## src/include/ch2c_pkg.sv

```systemverilog
// Constants and field layout of the channel-two configuration register bank
`default_nettype none
package ch2c_pkg;
   localparam int          REG_COUNT          = 5;
   localparam logic [7:0]  CFG_PAGE           = 8'h00;
   localparam logic [7:0]  OFS_INPUT_CONFIG   = 8'h41;
   localparam logic [7:0]  OFS_ANALOG_GAIN    = 8'h42;
   localparam logic [7:0]  OFS_DIGITAL_VOLUME = 8'h43;
   localparam logic [7:0]  OFS_GAIN_TRIM      = 8'h44;
   localparam logic [7:0]  OFS_PHASE_TRIM     = 8'h45;

   localparam logic [2:0]  IDX_INPUT_CONFIG   = 3'h0;
   localparam logic [2:0]  IDX_ANALOG_GAIN    = 3'h1;
   localparam logic [2:0]  IDX_DIGITAL_VOLUME = 3'h2;
   localparam logic [2:0]  IDX_GAIN_TRIM      = 3'h3;
   localparam logic [2:0]  IDX_PHASE_TRIM     = 3'h4;
   localparam logic [2:0]  IDX_NONE           = 3'h7;

   // Writable bits per register, index 0 in the low byte
   localparam logic [REG_COUNT-1:0][7:0] REG_MASK =
      {8'hff, 8'hf0, 8'hff, 8'hfc, 8'hfd};
   localparam logic [REG_COUNT-1:0][7:0] REG_RESET =
      {8'h00, 8'h80, 8'hc9, 8'h00, 8'h00};

   localparam int          POS_INPUT_KIND     = 7;
   localparam int          POS_SOURCE_HI      = 6;
   localparam int          POS_SOURCE_LO      = 5;
   localparam int          POS_COUPLING       = 4;
   localparam int          POS_IMPEDANCE_HI   = 3;
   localparam int          POS_IMPEDANCE_LO   = 2;
   localparam int          POS_RANGE_ENABLE   = 0;
   localparam int          POS_GAIN_HI        = 7;
   localparam int          POS_GAIN_LO        = 2;
   localparam int          POS_TRIM_HI        = 7;
   localparam int          POS_TRIM_LO        = 4;

   localparam logic [1:0]  SRC_ANALOG_DIFF    = 2'h0;
   localparam logic [1:0]  SRC_ANALOG_SINGLE  = 2'h1;
   localparam logic [1:0]  SRC_PDM_MIC        = 2'h2;
   localparam logic [7:0]  VOLUME_MUTE_CODE   = 8'h00;

   typedef struct packed {
      logic       input_kind_select;
      logic [1:0] input_source_select;
      logic       coupling_select;
      logic [1:0] input_impedance_select;
      logic       range_processing_enable;
      logic [5:0] channel_gain_field;
      logic [7:0] digital_volume_field;
      logic [3:0] gain_trim_field;
      logic [7:0] phase_trim_field;
   } ch2c_cfg_s;
endpackage
`default_nettype wire

```

## src/ch2c_regs.sv

```systemverilog
// Channel-two configuration register bank on the device control port
//
// How it works
// - Five 8-bit registers on page zero at 0x41 through 0x45.
// - Input config bit 7 picks microphone (0) or line (1), reset 0.
// - Bits 6-5 pick differential, single-ended or PDM source; code 3 reserved.
// - Bit 4 picks AC or DC coupling, ignored for PDM source.
// - Bits 3-2 pick 2.5k, 10k or 20k input impedance; code 3 reserved.
// - Bit 0 enables range processing; external mode bit picks enhancer or level control.
// - Gain bits 7-2 set 0 to 42 dB in 1 dB steps, reset 0.
// - Volume code 0 mutes; 1 to 255 span -100 to 27 dB.
// - Volume register resets to c9, unity digital gain.
// - Trim bits 7-4 span -0.8 to 0.7 dB, reset 8.
// - Input config and gain registers both reset to zero.
// - Phase trim holds 0 to 255 modulator cycles of delay, reset zero.
`default_nettype none
module ch2c_regs
   import ch2c_pkg::*;
(
   input  wire logic       clock,
   input  wire logic       rst_n,
   input  wire logic       reg_write,
   input  wire logic       reg_read,
   input  wire logic [7:0] reg_page,
   input  wire logic [7:0] reg_addr,
   input  wire logic [7:0] reg_wdata,
   input  wire logic       range_mode_select,
   output var  logic [7:0] read_data_r,
   output var  logic       read_valid_r,
   output var  logic [7:0] input_config_r,
   output var  logic [7:0] analog_gain_r,
   output var  logic [7:0] digital_volume_r,
   output var  logic [7:0] gain_trim_r,
   output var  logic [7:0] phase_trim_r,
   output var  logic       analog_dc_coupled_r,
   output var  logic       enhancer_on_r,
   output var  logic       level_control_on_r,
   output var  logic       muted_r
);

   logic                    rst_meta_r;
   logic                    rst_sync_n;
   logic [REG_COUNT-1:0][7:0] regs_r;
   logic [REG_COUNT-1:0][7:0] regs_nxt;
   logic [7:0]              read_data_nxt;
   logic                    read_valid_nxt;
   logic                    analog_dc_nxt;
   logic                    enhancer_nxt;
   logic                    level_nxt;
   logic                    muted_nxt;
   logic [2:0]              wr_idx;
   logic [2:0]              rd_idx;
   logic [7:0]              rd_mux;
   ch2c_cfg_s               cfg;

   // Page and offset to register index, shared by write and read paths
   function automatic logic [2:0] reg_index(input logic [7:0] page, input logic [7:0] addr);
      logic [2:0] idx;
      idx = IDX_NONE;
      if (page == CFG_PAGE) begin
         case (addr)
            OFS_INPUT_CONFIG:   idx = IDX_INPUT_CONFIG;
            OFS_ANALOG_GAIN:    idx = IDX_ANALOG_GAIN;
            OFS_DIGITAL_VOLUME: idx = IDX_DIGITAL_VOLUME;
            OFS_GAIN_TRIM:      idx = IDX_GAIN_TRIM;
            OFS_PHASE_TRIM:     idx = IDX_PHASE_TRIM;
            default:            idx = IDX_NONE;
         endcase
      end
      return idx;
   endfunction

   // Reset release is synchronised; assertion stays asynchronous
   always_ff @(posedge clock or negedge rst_n) begin
      if (!rst_n) begin
         rst_meta_r <= 1'b0;
         rst_sync_n <= 1'b0;
      end else begin
         rst_meta_r <= 1'b1;
         rst_sync_n <= rst_meta_r;
      end
   end

   assign wr_idx = reg_index(reg_page, reg_addr);
   assign rd_idx = reg_index(reg_page, reg_addr);

   always_comb begin
      regs_nxt = regs_r;
      for (int i = 0; i < REG_COUNT; i++) begin
         if (reg_write && wr_idx == 3'(i)) begin
            regs_nxt[i] = reg_wdata & REG_MASK[i];
         end
      end
   end

   // Unmapped reads answer zero rather than stale data
   always_comb begin
      rd_mux = 8'h00;
      if (rd_idx != IDX_NONE) begin
         rd_mux = regs_r[rd_idx] & REG_MASK[rd_idx];
      end
   end

   // Reserved bit 1 has no place in the field struct
   assign cfg = {regs_nxt[IDX_INPUT_CONFIG][POS_INPUT_KIND:POS_IMPEDANCE_LO],
                 regs_nxt[IDX_INPUT_CONFIG][POS_RANGE_ENABLE],
                 regs_nxt[IDX_ANALOG_GAIN][POS_GAIN_HI:POS_GAIN_LO],
                 regs_nxt[IDX_DIGITAL_VOLUME],
                 regs_nxt[IDX_GAIN_TRIM][POS_TRIM_HI:POS_TRIM_LO],
                 regs_nxt[IDX_PHASE_TRIM]};

   always_comb begin
      read_valid_nxt = reg_read;
      read_data_nxt  = reg_read ? rd_mux : read_data_r;
      // Coupling only reaches the analog front end
      analog_dc_nxt  = cfg.coupling_select
                       && (cfg.input_source_select != SRC_PDM_MIC);
      enhancer_nxt   = cfg.range_processing_enable && !range_mode_select;
      level_nxt      = cfg.range_processing_enable && range_mode_select;
      muted_nxt      = (cfg.digital_volume_field == VOLUME_MUTE_CODE);
   end

   always_ff @(posedge clock or negedge rst_sync_n) begin
      if (!rst_sync_n) begin
         regs_r              <= REG_RESET;
         read_data_r         <= 8'h00;
         read_valid_r        <= 1'b0;
         analog_dc_coupled_r <= 1'b0;
         enhancer_on_r       <= 1'b0;
         level_control_on_r  <= 1'b0;
         muted_r             <= 1'b0;
      end else begin
         regs_r              <= regs_nxt;
         read_data_r         <= read_data_nxt;
         read_valid_r        <= read_valid_nxt;
         analog_dc_coupled_r <= analog_dc_nxt;
         enhancer_on_r       <= enhancer_nxt;
         level_control_on_r  <= level_nxt;
         muted_r             <= muted_nxt;
      end
   end

   // Field outputs are the stored registers themselves, no extra latency
   assign input_config_r   = regs_r[IDX_INPUT_CONFIG];
   assign analog_gain_r    = regs_r[IDX_ANALOG_GAIN];
   assign digital_volume_r = regs_r[IDX_DIGITAL_VOLUME];
   assign gain_trim_r      = regs_r[IDX_GAIN_TRIM];
   assign phase_trim_r     = regs_r[IDX_PHASE_TRIM];
endmodule
`default_nettype wire

```

## config.mk

```make
export PLATFORM = sky130hd
export DESIGN_NAME = ch2c_regs
export DESIGN_NICKNAME = d
export VERILOG_FILES = /design/src/include/ch2c_pkg.sv /design/src/ch2c_regs.sv
export SDC_FILE = /design/constraint.sdc
export NUM_CORES = 1
export LEC_CHECK = 0
export BUFFER_PORTS_ARGS = -buffer_cell sky130_fd_sc_hd__buf_2
export CAP_MARGIN = 20
export CORE_MARGIN = 10
export CORE_UTILIZATION = 50
export CTS_CLUSTER_SIZE = 24
export DETAILED_ROUTE_END_ITERATION = 10
export PLACE_DENSITY = 0.9
export SLEW_MARGIN = 5
export SYNTH_ARGS = -nofsm -noshare
export SYNTH_HDL_FRONTEND = slang
export SYNTH_SLANG_ARGS = --single-unit
export TNS_END_PERCENT = 1
```

## constraint.sdc

```tcl
create_clock -name clock -period 1.64 [get_ports clock]
set_input_delay 0.328 -clock clock [delete_from_list [all_inputs] [get_ports clock]]
set_output_delay 0.328 -clock clock [all_outputs]
set_load 0.03 [all_outputs]
```

==> summary.md <==
| Metric | Value |
|---|---|
| Status | `finished with violations` |
| Violated checks | `negative setup slack` |
| Fin crit period | `about 1.8 ns` |
| CTS tree | `yes` |
| Post-Syn Instances | `205` |
| CP Depth | `7` |
| Finished Layout Cells | `371` |
| Max FO, Critical Path | `6` |
| I/O pin cnt | `82` |
| Max-cap violations | `0` |
| Global-route usage over all layers | `18.2%` |
| Post-DP HPWL | `5430 µm` |
| Vias | `2,044` |
| Reg2Reg Setup Slack | `0.41 ns` |
| H-tree depth | `2` |
| Clock slew at reported path FFs | `0.08 ns` |
| Vias per cell | `5.51` |
| Mux contribution to synthesized area | `17.4%` |
| Worst slack, placed | `-0.537 ns` |
| Top FF cell, synth | `dfrtp_1` |
| N_diodes | `0` |
| Layout Skew | `0.00396 ns` |
| Utilization after layout | `68.3%` |
| Core ar. | `4720 µm²` |
| Register bit total from synthesis | `48` |
| Area delta synth->final | `33.1%` |
| P_leak | `0.00170 µW` |
| Remaining antenna violation count after routing | `0` |
| CP Launch Type | `input pin` |
| Hold path endpoint | `enhancer_on_r` |
| Gpl congestion | `0.907` |
| Mapped cell area | `2420 µm²` |
| Dpl cells | `approximately 360` |
| R2R depth | `4` |
| Seq. cell area | `1210 µm²` |
| Compound-Gate Fraction of Synth Area | `roughly a tenth` |
| Final setup fails | `34` |
| Synth warnings | `0` |
| Final-report hold violation count | `0` |
| Layout cell share with drive strength beyond 1 | `between 50% and 60%` |
| Avg WL per Cell | `19.5 µm` |
| Pins Over Slew Limit | `0` |
| Multi-input combinational cell area | `1130 µm²` |
| Largest family of logic cells by synthesized area | `multiplexers` |
| Avg Inst Size Synth | `roughly 12 µm²` |
| Netlist cell types | `44` |
| Critical Path, Cell by Cell | `buf_6 -> or4_4 -> nor4_4 -> buf_4 -> and3_4 -> buf_6 -> mux2_4` |
| Hold Startpoint | `range_mode_select` |
| TritonCTS Buffers | `5` |
| Slowest CP cell | `or4_4` |
| Largest net degree at the start of global routing | `21` |
| Commonest non-fill, non-tap cell in the layout | `buf_2` |
| Fin nets | `332` |
| Critical path endpoint category | `flop` |
| Critical Path RT | `1.84 ns` |
| Total negative slack | `-4.86 ns` |
| IO Port Bufs | `74` |
| Share of the yosys chip area belonging to registers | `between 40% and 50%` |
| Post-Place Cell Area | `2970 µm²` |
| Total gr overflow | `0` |
| Crit Reg-Reg Startpoint | `analog_gain_r[4]` |
| Hold depth | `2` |
| HP Class | `in2reg` |
| Clk sinks | `between 40 and 50` |
| Starting Density | `51.3%` |
| Cell family with most CP delay | `simple AND/OR/NAND/NOR gates` |
| First-pass GRT wire length | `between 10,000 and 15,000 µm` |
| Clk root buf | `clkbuf_8` |
| Die span in x | `89.6 µm` |
| CP Class | `in2reg` |
| Bufs on Longest Clock Path | `2` |
| Die ar. | `8030 µm²` |
| Commonest cells after routing, fill and taps aside | `buf_2 (72), dfrtp_1 (42), buf_4 (26), mux2_2 (23), mux2_4 (10)` |
| RSZ-0062 raised after global routing | `true` |
| Initial detailed-routing violation count | `186` |
| Drt pass-1 iters | `4` |
| Worst skew pair latency | `0.31 ns` |
| Die H | `89.6 µm` |
| Slowest cell delay on critical path | `0.55 ns` |
| CP arrival | `2.03 ns` |
| Synth Area in Adders | `0%` |
| Filler Cell Count | `between 300 and 400` |
| Cell mode on critical path | `buf_6` |
| Number of synthesized flops with an enable pin | `0` |
| Fin worst setup slack | `-0.195 ns` |
| DRC viols | `0` |
| Fin area | `3230 µm²` |
| Post-Synth XOR/XNOR Area | `0.361%` |
| Initial antenna violation count | `0` |
| Asr flop ratio synth | `100%` |
| CP bufs+invs | `3` |
| Maximum clock rate | `0.545 GHz` |
| Vias in the first global route | `2,122` |
| WL final | `7250 µm` |
| Row cnt | `25` |
| Final Cycle Share | `112%` |
| Crit Reg-Reg Endpoint | `read_data_r[4]` |
| Post-Synth Simple-Gate Area | `15.4%` |
| Peak supply drop | `0.489 mV` |
| P per Cell Area | `~800 nW/µm²` |
[worst max path at each step]
stage	to	start	slack, ns
global route	digital_volume_r[4]	reg_page[2]	-0.25
CTS	digital_volume_r[4]	reg_page[5]	-0.16
finish	digital_volume_r[4]	reg_page[2]	-0.19
floorplan	analog_gain_r[2]	reg_page[6]	-0.34
global placement	digital_volume_r[4]	reg_addr[3]	-0.50
detailed placement	digital_volume_r[6]	reg_addr[3]	-0.54
[what timing repair did]
item / 4_1_cts / 5_1_grt
resized for setup: 11 / 9
hold buffers: 1 / 0
hold endpoints to repair: 2 / 0
pin swaps: 3 / 5
buffers inserted: 2 / 1
gates cloned: 0 / 0
endpoints found under the setup margin: 34 / 37
[power by group]
part / total [µW] / switching, µW / internal [µW]
Combinational: 223 / 136 / 87.7
Clock: 1160 / 402 / 762
Sequential: 1200 / 9.64 / 1190
Total: 2580 / 548 / 2040
[layer usage]
layer / routed length (µm) / vias up / GRT usage, %
li1: - / 922 / -
met1: 2860 / 1010 / 22.3
met2: 3550 / 103 / 30.7
met3: 773 / 9 / 5.32
met4: 68 / 0 / 4.62
met5: 0 / - / 0
[layout make-up]
cell class                 instances  share of cell area [%]
sequential                        48                    37.5
multi-input combinational        139                    35.2
timing repair buffer             104                    19.3
clock inverter                     3                    2.79
tap                               67                    2.60
clock buffer                       5                    2.13
inverter                           5                   0.582
[state kept, by name (all words and copies together) (netlist names)]
name and flops:
read_valid_r 1, input_config_r 7, rst_sync_n 1, level_control_on_r 1
muted_r 1, enhancer_on_r 1, gain_trim_r 4, read_data_r 8
digital_volume_r 8, analog_dc_coupled_r 1, rst_meta_r 1, phase_trim_r 8
analog_gain_r 6
[through the flow]
stage	hold WS (ns)	power (µW)
after floorplan	0.0324	1350
after global placement	0.113	1420
after detailed placement	0.115	1430
after CTS	0.172	2590
after global routing	0.176	2670
final	0.173	2580
[logic make-up after synthesis]
kind of cell | count (synthesis)
buf+inv | 24
xor+xnor | 1
mux | 38
simple gates | 58
flops | 48
compound gates | 34
other cells | 2
[synthesized netlist by cell type, drive strengths merged, types with 2 or more instances]
cell	number	area share (%)
dfrtp	43	44
mux2	33	15
buf	14	4.3
nand2	8	1.2
nor2	8	1.2
o21ai	8	1.7
a31oi	6	1.5
nand3	6	1.2
nor4	6	2.8
clkbuf	5	1.6
dfstp	5	5.4
inv	5	0.77
mux2i	5	2.1
nand2b	4	1.0
nor2b	4	1.0
nor3	4	1.3
a21oi	3	0.62
a41o	3	1.2
and3	3	0.83
nand4	3	0.77
o21ba	3	1.2
o22ai	3	0.77
o2bb2ai	3	1.1
or3	3	0.77
and2	2	0.57
conb	2	0.31
o2111ai	2	0.72
or3b	2	0.83
or4	2	0.93
Power figures use the tool's default switching activity.
